File: config.mk
export PLATFORM = sky130hd
export DESIGN_NAME = digital_rx_status_readout
export DESIGN_NICKNAME = d
export VERILOG_FILES = /design/src/rtl/rx_status_pkg.sv /design/src/rtl/rx_flag_cell.sv /design/src/rtl/digital_rx_status_readout.sv
export VERILOG_INCLUDE_DIRS = /design/src /design/src/rtl
export SDC_FILE = /design/constraint.sdc
export NUM_CORES = 1
export LEC_CHECK = 0
export BUFFER_PORTS_ARGS = -buffer_cell sky130_fd_sc_hd__buf_2
export CORE_MARGIN = 2
export CORE_UTILIZATION = 51
export DETAILED_ROUTE_END_ITERATION = 10
export GPL_TIMING_DRIVEN = 0
export HOLD_SLACK_MARGIN = 0.06
export MAX_ROUTING_LAYER = met4
export PLACE_DENSITY = 0.79
export SYNTH_ARGS = -nofsm -noshare
export SYNTH_HDL_FRONTEND = slang
export SYNTH_HIERARCHICAL = 1
export SYNTH_SLANG_ARGS = --single-unit
File: constraint.sdc
create_clock -name clk -period 2.6 [get_ports clk]
set_input_delay 0.13 -clock clk [delete_from_list [all_inputs] [get_ports clk]]
set_output_delay 0.13 -clock clk [all_outputs]
set_load 0.03 [all_outputs]
File: src/rtl/rx_status_defines.svh
// Addresses, field positions and default widths of the receiver status readout
`ifndef RX_STATUS_DEFINES_SVH
`define RX_STATUS_DEFINES_SVH

`define ADDR_W 7
`define DATA_W 8
`define BYTE_ZERO 8'h00

`define ADDR_RATIO_HIGH 7'h12
`define ADDR_RATIO_LOW 7'h13
`define ADDR_INFO_HIGH 7'h14
`define ADDR_INFO_LOW 7'h15
`define ADDR_LENGTH_HIGH 7'h16
`define ADDR_LENGTH_LOW 7'h17
`define ADDR_RX_ERROR 7'h18

`define RATIO_W_DEF 15
`define PREAMBLE_W_DEF 16

`define ERR_LOCK 0
`define ERR_CODING 1
`define ERR_ABSENT 2
`define ERR_CHECK 3
`define ERR_PRE_TYPE 4
`define ERR_NONAUDIO 5
`define ERR_EMPHASIS 6
`define ERR_VALIDITY 7

`endif

File: src/rtl/rx_status_pkg.sv
// Types shared by the receiver status readout
package rx_status_pkg;

  typedef enum logic {
    FLAG_STICKY,
    FLAG_LEVEL
  } flag_kind_t;

endpackage : rx_status_pkg

File: src/rtl/rx_flag_cell.sv
// One receiver error flag: sticky-until-read or level with change-only notification
`timescale 1ns/1ps
`include "rx_status_defines.svh"

module rx_flag_cell #(
  parameter rx_status_pkg::flag_kind_t KIND = rx_status_pkg::FLAG_LEVEL
) (
  // Clock and reset
  input wire logic clk,
  input wire logic rst,
  // Source: event pulse for sticky, level for level kind
  input wire logic src_in,
  // Read of the error register
  input wire logic read_clear,
  // Flag value and interrupt pending
  output logic flag_ff,
  output logic pend_ff
);
  import rx_status_pkg::*;

  logic nxt_flag;
  logic nxt_pend;

  always_comb
  begin
    if (KIND == FLAG_STICKY)
    begin
      // Set wins over the read clear so no error is lost
      nxt_flag = src_in | (flag_ff & ~read_clear);
      nxt_pend = src_in | (pend_ff & ~read_clear);
    end
    else
    begin
      // Value tracks the level; only a change asks for attention again
      nxt_flag = src_in;
      nxt_pend = (src_in != flag_ff) | (pend_ff & ~read_clear);
    end
  end

  always_ff @(posedge clk or posedge rst)
  begin
    if (rst)
      flag_ff <= 1'b0;
    else
      flag_ff <= nxt_flag;
  end

  always_ff @(posedge clk or posedge rst)
  begin
    if (rst)
      pend_ff <= 1'b0;
    else
      pend_ff <= nxt_pend;
  end

endmodule : rx_flag_cell

File: src/rtl/digital_rx_status_readout.sv
// Read-only status bank of the digital receiver and rate converter
//
// Contract
// - Register 0x13 reads the low eight bits of the 15-bit rate ratio.
// - Register 0x12 reads ratio bits 14..8 in bits 6..0; bit 7 reads zero.
// - On nonaudio detection, burst-info preamble readable: high 0x14, low 0x15.
// - Without nonaudio detection all preamble registers read zero.
// - On nonaudio detection, burst-length preamble readable: high 0x16, low 0x17.
// - In per-subframe mode the length pair holds channel B's burst-info preamble.
// - Error bit 3 flags check failure, held until error register is read.
// - Error bit 2 is high while no input stream is present.
// - Read absent flag keeps its level; no new interrupt until it changes.
// - Mask bit one lets same-position flag interrupt; zero blocks it.
`timescale 1ns/1ps
`include "rx_status_defines.svh"

module digital_rx_status_readout #(
  parameter int RATIO_W = `RATIO_W_DEF,
  parameter int PREAMBLE_W = `PREAMBLE_W_DEF
) (
  // Clock and reset
  input wire logic clk,
  input wire logic rst,
  // Register read port of the control serial port
  input wire logic rd_req,
  input wire logic [`ADDR_W-1:0] rd_addr,
  output logic [`DATA_W-1:0] rd_data_ff,
  output logic rd_ack_ff,
  // Rate converter measurement
  input wire logic [RATIO_W-1:0] rate_ratio,
  // Burst preamble capture
  input wire logic nonaudio_detected,
  input wire logic subframe_mode,
  input wire logic burst_c_valid,
  input wire logic [PREAMBLE_W-1:0] burst_c_word,
  input wire logic burst_d_valid,
  input wire logic [PREAMBLE_W-1:0] burst_d_word,
  input wire logic chb_c_valid,
  input wire logic [PREAMBLE_W-1:0] chb_c_word,
  // Receiver condition sources
  input wire logic lock_level,
  input wire logic coding_error_pulse,
  input wire logic stream_absent_flag,
  input wire logic channel_status_check_fail,
  input wire logic preamble_type_level,
  input wire logic nonaudio_level,
  input wire logic emphasis_level,
  input wire logic received_validity_flag,
  // Interrupt mask enables and request
  input wire logic [`DATA_W-1:0] err_mask,
  output logic irq_ff
);
  import rx_status_pkg::*;

  localparam int HIGH_W = RATIO_W - `DATA_W;

  // Ratio must split into a full low byte and a partial high byte
  if (RATIO_W <= `DATA_W || RATIO_W >= 2 * `DATA_W)
  begin : g_bad_ratio
    $error("RATIO_W must lie between 9 and 15");
  end
  if (PREAMBLE_W != 2 * `DATA_W)
  begin : g_bad_preamble
    $error("PREAMBLE_W must be two bytes");
  end

  logic [RATIO_W-1:0] ratio_ff;
  logic [PREAMBLE_W-1:0] pre_c_ff;
  logic [PREAMBLE_W-1:0] pre_d_ff;
  logic [`DATA_W-1:0] err_src;
  logic [`DATA_W-1:0] err_flags;
  logic [`DATA_W-1:0] err_pend;
  logic [`DATA_W-1:0] nxt_rd_data;
  logic rd_err;

  // Ratio is sampled every cycle so a read sees one coherent value per byte
  always_ff @(posedge clk or posedge rst)
  begin
    if (rst)
      ratio_ff <= '0;
    else
      ratio_ff <= rate_ratio;
  end

  always_ff @(posedge clk or posedge rst)
  begin
    if (rst)
      pre_c_ff <= '0;
    else if (!nonaudio_detected)
      pre_c_ff <= '0;
    else if (burst_c_valid)
      pre_c_ff <= burst_c_word;
  end

  always_ff @(posedge clk or posedge rst)
  begin
    if (rst)
      pre_d_ff <= '0;
    else if (!nonaudio_detected)
      pre_d_ff <= '0;
    else if (subframe_mode)
    begin
      if (chb_c_valid)
        pre_d_ff <= chb_c_word;
    end
    else if (burst_d_valid)
      pre_d_ff <= burst_d_word;
  end

  // Sticky bits take event pulses, the rest take levels
  always_comb
  begin
    err_src = `BYTE_ZERO;
    err_src[`ERR_LOCK] = lock_level;
    err_src[`ERR_CODING] = coding_error_pulse;
    err_src[`ERR_ABSENT] = stream_absent_flag;
    err_src[`ERR_CHECK] = channel_status_check_fail;
    err_src[`ERR_PRE_TYPE] = preamble_type_level;
    err_src[`ERR_NONAUDIO] = nonaudio_level;
    err_src[`ERR_EMPHASIS] = emphasis_level;
    err_src[`ERR_VALIDITY] = received_validity_flag;
  end

  assign rd_err = rd_req && (rd_addr == `ADDR_RX_ERROR);

  for (genvar i = 0; i < `DATA_W; i++)
  begin : g_flag
    localparam flag_kind_t K = (i == `ERR_CHECK || i == `ERR_CODING) ? FLAG_STICKY : FLAG_LEVEL;
    rx_flag_cell #(
      .KIND(K)
    ) u_flag (
      .clk(clk),
      .rst(rst),
      .src_in(err_src[i]),
      .read_clear(rd_err),
      .flag_ff(err_flags[i]),
      .pend_ff(err_pend[i])
    );
  end

  always_ff @(posedge clk or posedge rst)
  begin
    if (rst)
      irq_ff <= 1'b0;
    else
      irq_ff <= |(err_pend & err_mask);
  end

  // Unmapped addresses answer zero
  always_comb
  begin
    case (rd_addr)
      `ADDR_RATIO_HIGH: nxt_rd_data = `DATA_W'(ratio_ff[RATIO_W-1:`DATA_W]);
      `ADDR_RATIO_LOW: nxt_rd_data = ratio_ff[`DATA_W-1:0];
      `ADDR_INFO_HIGH: nxt_rd_data = pre_c_ff[PREAMBLE_W-1:`DATA_W];
      `ADDR_INFO_LOW: nxt_rd_data = pre_c_ff[`DATA_W-1:0];
      `ADDR_LENGTH_HIGH: nxt_rd_data = pre_d_ff[PREAMBLE_W-1:`DATA_W];
      `ADDR_LENGTH_LOW: nxt_rd_data = pre_d_ff[`DATA_W-1:0];
      `ADDR_RX_ERROR: nxt_rd_data = err_flags;
      default: nxt_rd_data = `BYTE_ZERO;
    endcase
  end

  always_ff @(posedge clk or posedge rst)
  begin
    if (rst)
      rd_data_ff <= `BYTE_ZERO;
    else if (rd_req)
      rd_data_ff <= nxt_rd_data;
  end

  always_ff @(posedge clk or posedge rst)
  begin
    if (rst)
      rd_ack_ff <= 1'b0;
    else
      rd_ack_ff <= rd_req;
  end

  chk_ratio_low_read:
  assert property (@(posedge clk) disable iff (rst)
    (rd_req && rd_addr == `ADDR_RATIO_LOW) |=> (rd_ack_ff && rd_data_ff == $past(ratio_ff[`DATA_W-1:0])))
    else $error("ratio low byte read wrong");

  chk_ratio_high_read:
  assert property (@(posedge clk) disable iff (rst)
    (rd_req && rd_addr == `ADDR_RATIO_HIGH) |=>
      (rd_ack_ff && rd_data_ff[`DATA_W-1] == 1'b0 && rd_data_ff[HIGH_W-1:0] == $past(ratio_ff[RATIO_W-1:`DATA_W])))
    else $error("ratio high byte read wrong");

  chk_info_capture:
  assert property (@(posedge clk) disable iff (rst)
    (nonaudio_detected && burst_c_valid) |=> (pre_c_ff == $past(burst_c_word)))
    else $error("burst info preamble not captured");

  chk_preamble_zero:
  assert property (@(posedge clk) disable iff (rst)
    !nonaudio_detected |=> (pre_c_ff == '0 && pre_d_ff == '0))
    else $error("preambles not zero without nonaudio");

  chk_length_capture:
  assert property (@(posedge clk) disable iff (rst)
    (nonaudio_detected && !subframe_mode && burst_d_valid) |=> (pre_d_ff == $past(burst_d_word)))
    else $error("burst length preamble not captured");

  chk_chb_load:
  assert property (@(posedge clk) disable iff (rst)
    (nonaudio_detected && subframe_mode && chb_c_valid) |=> (pre_d_ff == $past(chb_c_word)))
    else $error("channel B preamble not loaded");

  chk_check_sticky:
  assert property (@(posedge clk) disable iff (rst)
    (channel_status_check_fail || (err_flags[`ERR_CHECK] && !rd_err)) |=> err_flags[`ERR_CHECK])
    else $error("check failure flag lost before read");

  chk_absent_level:
  assert property (@(posedge clk) disable iff (rst)
    ##1 err_flags[`ERR_ABSENT] == $past(stream_absent_flag))
    else $error("stream absent flag not following input");

  chk_absent_quiet:
  assert property (@(posedge clk) disable iff (rst)
    (rd_err && stream_absent_flag == err_flags[`ERR_ABSENT]) |=>
      (!err_pend[`ERR_ABSENT] && err_flags[`ERR_ABSENT] == $past(err_flags[`ERR_ABSENT])))
    else $error("absent flag interrupts again without change");

  chk_irq_mask:
  assert property (@(posedge clk) disable iff (rst)
    ##1 irq_ff == |($past(err_pend) & $past(err_mask)))
    else $error("interrupt does not follow mask");

  chk_coding_sticky:
  assert property (@(posedge clk) disable iff (rst)
    (coding_error_pulse || (err_flags[`ERR_CODING] && !rd_err)) |=> err_flags[`ERR_CODING])
    else $error("coding error flag lost before read");

  chk_lock_level:
  assert property (@(posedge clk) disable iff (rst)
    ##1 (err_flags[`ERR_LOCK] == $past(lock_level) && err_flags[`ERR_VALIDITY] == $past(received_validity_flag)))
    else $error("lock or validity flag wrong");

  chk_read_ack_pulse:
  assert property (@(posedge clk) disable iff (rst)
    ##1 rd_ack_ff == $past(rd_req))
    else $error("read answer not one cycle after request");

  chk_read_data_hold:
  assert property (@(posedge clk) disable iff (rst)
    !rd_req |=> $stable(rd_data_ff))
    else $error("read data changed without a read");

  chk_unmapped_zero:
  assert property (@(posedge clk) disable iff (rst)
    (rd_req && (rd_addr < `ADDR_RATIO_HIGH || rd_addr > `ADDR_RX_ERROR)) |=> rd_data_ff == `BYTE_ZERO)
    else $error("unmapped address not read as zero");

  chk_info_high_read:
  assert property (@(posedge clk) disable iff (rst)
    (rd_req && rd_addr == `ADDR_INFO_HIGH) |=> rd_data_ff == $past(pre_c_ff[PREAMBLE_W-1:`DATA_W]))
    else $error("burst info high byte read wrong");

  chk_info_low_read:
  assert property (@(posedge clk) disable iff (rst)
    (rd_req && rd_addr == `ADDR_INFO_LOW) |=> rd_data_ff == $past(pre_c_ff[`DATA_W-1:0]))
    else $error("burst info low byte read wrong");

  chk_length_high_read:
  assert property (@(posedge clk) disable iff (rst)
    (rd_req && rd_addr == `ADDR_LENGTH_HIGH) |=> rd_data_ff == $past(pre_d_ff[PREAMBLE_W-1:`DATA_W]))
    else $error("burst length high byte read wrong");

  chk_length_low_read:
  assert property (@(posedge clk) disable iff (rst)
    (rd_req && rd_addr == `ADDR_LENGTH_LOW) |=> rd_data_ff == $past(pre_d_ff[`DATA_W-1:0]))
    else $error("burst length low byte read wrong");

  chk_length_subframe_hold:
  assert property (@(posedge clk) disable iff (rst)
    (nonaudio_detected && subframe_mode && !chb_c_valid) |=> $stable(pre_d_ff))
    else $error("length preamble moved without channel B load");

  chk_check_clear:
  assert property (@(posedge clk) disable iff (rst)
    (rd_err && !channel_status_check_fail) |=> !err_flags[`ERR_CHECK])
    else $error("check failure flag not cleared by read");

  chk_check_pend:
  assert property (@(posedge clk) disable iff (rst)
    channel_status_check_fail |=> err_pend[`ERR_CHECK])
    else $error("check failure did not ask for attention");

  chk_absent_notify:
  assert property (@(posedge clk) disable iff (rst)
    (stream_absent_flag != err_flags[`ERR_ABSENT]) |=> err_pend[`ERR_ABSENT])
    else $error("absent flag change not signalled");

  chk_coding_clear:
  assert property (@(posedge clk) disable iff (rst)
    (rd_err && !coding_error_pulse) |=> !err_flags[`ERR_CODING])
    else $error("coding error flag not cleared by read");

  chk_error_read:
  assert property (@(posedge clk) disable iff (rst)
    (rd_req && rd_addr == `ADDR_RX_ERROR) |=> rd_data_ff == $past(err_flags))
    else $error("error register read wrong");

endmodule : digital_rx_status_readout

Word level (Yosys, flattened, before mapping). Cells that the tools add are included. Widths: inputs -> output; s select.

Register bits after elaboration: 73. Output and inout port bits: 10.

Bitwise gates (word level): 22. Reductions and logical operators: 3. Equality and inequality tests: 16. Mux-type cells: 7.

Operators with widths (number): $mux 16 (6); $pmux 8 s7 (1); $eq 7x5->1 const B (7); $and 1x1->1 (10); $or 1x1->1 (10); $and 8x8->8 (1); $reduce_or 8->1 (1); $ne 1x1->1 (6); $ne 3x1->1 const B (1); $ne 3x2->1 const B (1); $ne 2x1->1 const B (1); $reduce_and 2->1 (1); $logic_and 1x1->1 (1); $not 1->1 (1).

Longest topological paths before layout.
Depth after elaboration: 5. Gate-level depth with buffers: 7. Mapped depth without buffers: 5.

Cells and area by module. The synthesis kept the hierarchy.

By module, submodules not included: digital_rx_status_readout (times used 1, cells an instance 263, area an instance 2880.3 µm², sequential area each 1426.4 µm²); rx_flag_cell at g_flag[0].u_flag ... (times used 6, cells an instance 6, area an instance 71.3 µm², sequential area each 50.0 µm²); rx_flag_cell at g_flag[1].u_flag ... (times used 2, cells an instance 6, area an instance 72.6 µm², sequential area each 50.0 µm²).

Least setup slack after synthesis. Ideal clock, no wire load.

Kind: input-to-reg. Start point: input rd_addr[1]. End point: register g_flag[1].u_flag.flag_ff. Setup time: 0.118 ns. Slack: 0.977 ns. Required time: 2.482 ns. Stages on the path: 5. Arrival: 1.505 ns. Cell sequence: buf_4 buf_2 nor4_1 inv_1 a21o_1.

Cells in the longest elaborated chain, start to end: 5.

RTL lines: from (decl) (line digital_rx_status_readout.sv:26) `` input wire logic [`ADDR_W-1:0] rd_addr, ``; $eq 7x5->1; $logic_and 1x1->1 (line digital_rx_status_readout.sv:124) `` assign rd_err = rd_req && (rd_addr == `ADDR_RX_ERROR); ``; via rd_err (line digital_rx_status_readout.sv:74) `logic rd_err;`; $not 1->1 (line rx_flag_cell.sv:29) `nxt_flag = src_in | (flag_ff & ~read_clear);`; $and 1x1->1 (line rx_flag_cell.sv:29); $or 1x1->1 (line rx_flag_cell.sv:29); via g_flag[1].u_flag.nxt_flag (line rx_flag_cell.sv:21) `logic nxt_flag;`; to (signal assigned) (line rx_flag_cell.sv:45) `flag_ff <= nxt_flag;`; to (decl) (line rx_flag_cell.sv:16) `output logic flag_ff,`.

The timed path passes the listed nets, and every way through them passes these cells. A chain may end at the register's enable or synchronous reset.

Final worst setup path.
Start point: input rd_req. End point: register g_flag[1].u_flag.flag_ff.

Cells in the longest elaborated chain, start to end: 4.

RTL lines: from (decl) (line digital_rx_status_readout.sv:25) `input wire logic rd_req,`; $logic_and 1x1->1 (line digital_rx_status_readout.sv:124); via rd_err (line digital_rx_status_readout.sv:74); $not 1->1 (line rx_flag_cell.sv:29); $and 1x1->1 (line rx_flag_cell.sv:29); $or 1x1->1 (line rx_flag_cell.sv:29); via g_flag[1].u_flag.nxt_flag (line rx_flag_cell.sv:21).

The timed path passes the listed nets, and every way through them passes these cells.

==> impl_metrics.ini <==
[critical_path]
reg2reg_depth = 4
cp_max_fo = 10
cp.arrival_ps = 2230
reg2reg_from = g_flag[3].u_flag/pend_ff$_DFF_PP0_
worstSetupPathType = primary input to flip-flop
reg2reg_to = irq_ff$_DFF_PP0_
worstSetupStartpointType = primary input
reg2reg_setup_slack_ps = 700
cp-end-kind = flip-flop
worstPathRequired_ps = 2830

[floorplan]
die_area_um2 = 7450
ios = 104
start_util = 0.535
core_um2 = 6460
fp.dieH_um = 86.3
die_x_um = 86.3
rows = 29

[min_path]
hp-start = burst_c_word[3]
hold_depth = 3
whs_endpoint = pre_c_ff[3]$_DFFE_PP0P_
hold_class = primary input to flip-flop

[logic_synthesis]
synth_cell_types = 36
synth-main-ff-cell = dfrtp_1
ys_seq_area_frac = 0.529
yosysWarningCount = 6
syn_nets = 405
synth_edf_count = 0
syn_avg_cell_area_um2 = 11.1
synth-seq-cells = 73
syn-instance-count = 311
postSynth.asyncResetShare = 1.00
syn_area_um2 = 3450

[layout]
fillers = 472
drive_gt1_frac = 0.346
n_antenna_cell = 0
multiInputGateArea_um2 = 1430
fin_nets = 548
areaGrowthSynthToFinish_pct = 34.1
finish.instance_area_um2 = 4630
seqCellArea_um2 = 1830

[global_route]
grt_max_degree = 42
grt_pass1_wl_um = 13500
grt_pass1_vias = 2887
antenna_found_initial = 0
grt-ovfl-total = 0
grt_usage = 0.245

[sta]
rsz0062_at_grt = false
setup_tns_ps = 0
fin_crit_sh = 0.767
skew_ps = 6.95
fmax_ghz = 0.502
min_period_ps = 1990
maxSlewViolCount = 0
setup_viol = 0
worst_pin_slew_ps = 759
whs_ps = 64.4
maxSlewHeadroom = 0.490
hold_viol = 0

[clock_tree]
clock_latency_ps = 340
cts_buffer_depth = 2
htreeDepth = 3
cts_made_buffers = 9
cts_root_buffer = clkbuf_8
cts_tree = done
clk_pin_slew_ps = 70
cts_sinks = 73
post_cts.repair.setup_buffers = 0

[power]
p_leak_nw = 2.29
irDropWorstVdd_uv = 290
powerDensity_nw_per_um2 = 572

[placement]
dp.final_hpwl_um = 5740
numPortBuffers = 100
placed_area_um2 = 4070
globalplace.congestion = 0.900

[detailed_routing]
drtIter0Drc = 114
vias = 2820
postRouteAntennaNets = 0
via_per_inst = 5.26
wl_per_cell_um = 15.3
first_pass_iters = 4
wl_um = 8170
drc = 0

[job]
drv_cap = 0

[run_status]
outcome = completed
## critical path, stage by stage
cell,delay (ps)
dlygate4sd3_1,520
buf_2,110
buf_1,330
nand2_1,110
nor4_2,660
inv_1,160
a21o_1,220
## logic make-up (layout without fill, tap and decap cells)
group / after synthesis / count (layout) / share of synthesized area
buffers and inverters: 45 / 193 / 0.0601
flip-flops: 73 / 73 / 0.529
XOR/XNOR: 6 / 6 / 0.0152
AO/OA/AOI/OAI: 47 / 47 / 0.103
multiplexers: 47 / 47 / 0.154
AND/OR/NAND/NOR: 93 / 93 / 0.140
## through the flow
step / power (mW) / util / setup slack, ps / instances
finish: 2.65 / 0.717 / 607 / 536
global route: 2.74 / 0.717 / 411 / 536
CTS: 2.65 / 0.716 / 160 / 536
detailed placement: 1.56 / 0.630 / 319 / 489
global placement: 1.54 / 0.627 / 299 / 488
floorplan: 1.43 / - / 977 / 311
## Yosys cell counts (2+ instances only)
master | n | area [um2]
or3b_1 | 2 | 17.5
clkbuf_2 | 2 | 10.0
mux2_2 | 18 | 203
clkbuf_1 | 4 | 15.0
mux2_4 | 5 | 75.1
nand3b_1 | 4 | 30.0
mux2i_1 | 23 | 230
a22o_1 | 13 | 114
nor3_1 | 8 | 40.0
nor2b_1 | 19 | 119
nand2_1 | 36 | 135
buf_4 | 3 | 22.5
a21o_1 | 4 | 30.0
nand3_1 | 17 | 85.1
a211oi_1 | 3 | 22.5
buf_6 | 2 | 22.5
a22oi_1 | 4 | 30.0
buf_2 | 8 | 40.0
o22ai_1 | 8 | 50.1
xnor2_1 | 6 | 52.6
inv_1 | 25 | 93.8
a221oi_1 | 6 | 52.6
dfrtp_1 | 73 | 1830
o21ai_1 | 6 | 30.0
## placed cells by master, fill, tap and decap left out, drive strengths merged
cell           n
nand4          1
mux4           1
a2111oi        1
dfrtp         73
clkbuf        16
nand2b         1
o21bai         1
mux2i         23
nand2         36
inv           25
nand3         17
clkinv         3
bufinv         3
nor4           1
o21ai          6
xnor2          6
nand3b         4
mux2          23
and2           2
buf          115
o22ai          8
o31ai          1
nor2b         19
a22o          13
a21o           4
nor3           9
nor3b          1
a22oi          4
dlygate4sd3   31
or3b           2
a211oi         3
a221oi         6
## power breakdown
part	total [mW]	internal, mW	switching, mW
registers	1.22	1.19	0.0294
clock network	1.07	0.658	0.414
logic	0.356	0.193	0.163
total	2.65	2.04	0.606
## sequential cells by signal, indices dropped and copies added (netlist names)
signal	flops
pre_d_ff	16
rd_data_ff	8
ratio_ff	15
rd_ack_ff	1
g_flag.u_flag/pend_ff	8
g_flag.u_flag/flag_ff	8
irq_ff	1
pre_c_ff	16
## metal layers
layer	track usage	wire length [um]	share of wire	vias up
met3	0.0505	533	0.065	29
met4	0.124	317	0.039	0
li1	-	-	-	1367
met5	-	0	0	-
met2	0.400	3980	0.49	128
met1	0.290	3340	0.41	1296
## how the worst max path moves through the flow
stage	end	cells after the start	start
6_report	g_flag[1].u_flag/flag_ff$_DFF_PP0_	7	rd_req
5_1_grt	g_flag[1].u_flag/flag_ff$_DFF_PP0_	7	rd_req
4_1_cts	g_flag[1].u_flag/flag_ff$_DFF_PP0_	7	rd_req
3_5_place_dp	g_flag[3].u_flag/flag_ff$_DFF_PP0_	6	rd_addr[5]
3_3_place_gp	g_flag[3].u_flag/flag_ff$_DFF_PP0_	6	rd_addr[5]
2_1_floorplan	g_flag[1].u_flag/flag_ff$_DFF_PP0_	5	rd_addr[1]
## what timing repair did
| item | CTS | global route |
|---|---|---|
| gates resized for setup | 0 | 1 |
| hold buffers | 31 | 0 |
| setup endpoints to repair | 0 | 3 |
| hold endpoints to repair | 68 | 0 |
## cell type report
| cell class | instances | share of cell area |
|---|---|---|
| clock buffer | 10 | 0.0297 |
| clock inverter | 6 | 0.0227 |
| tap | 77 | 0.0208 |
| buffer | 20 | 0.0246 |
| inverter | 25 | 0.0203 |
| multi-input combinational | 193 | 0.308 |
| timing repair buffer | 132 | 0.179 |
| sequential | 73 | 0.395 |
(Power assumes the default switching activity.)
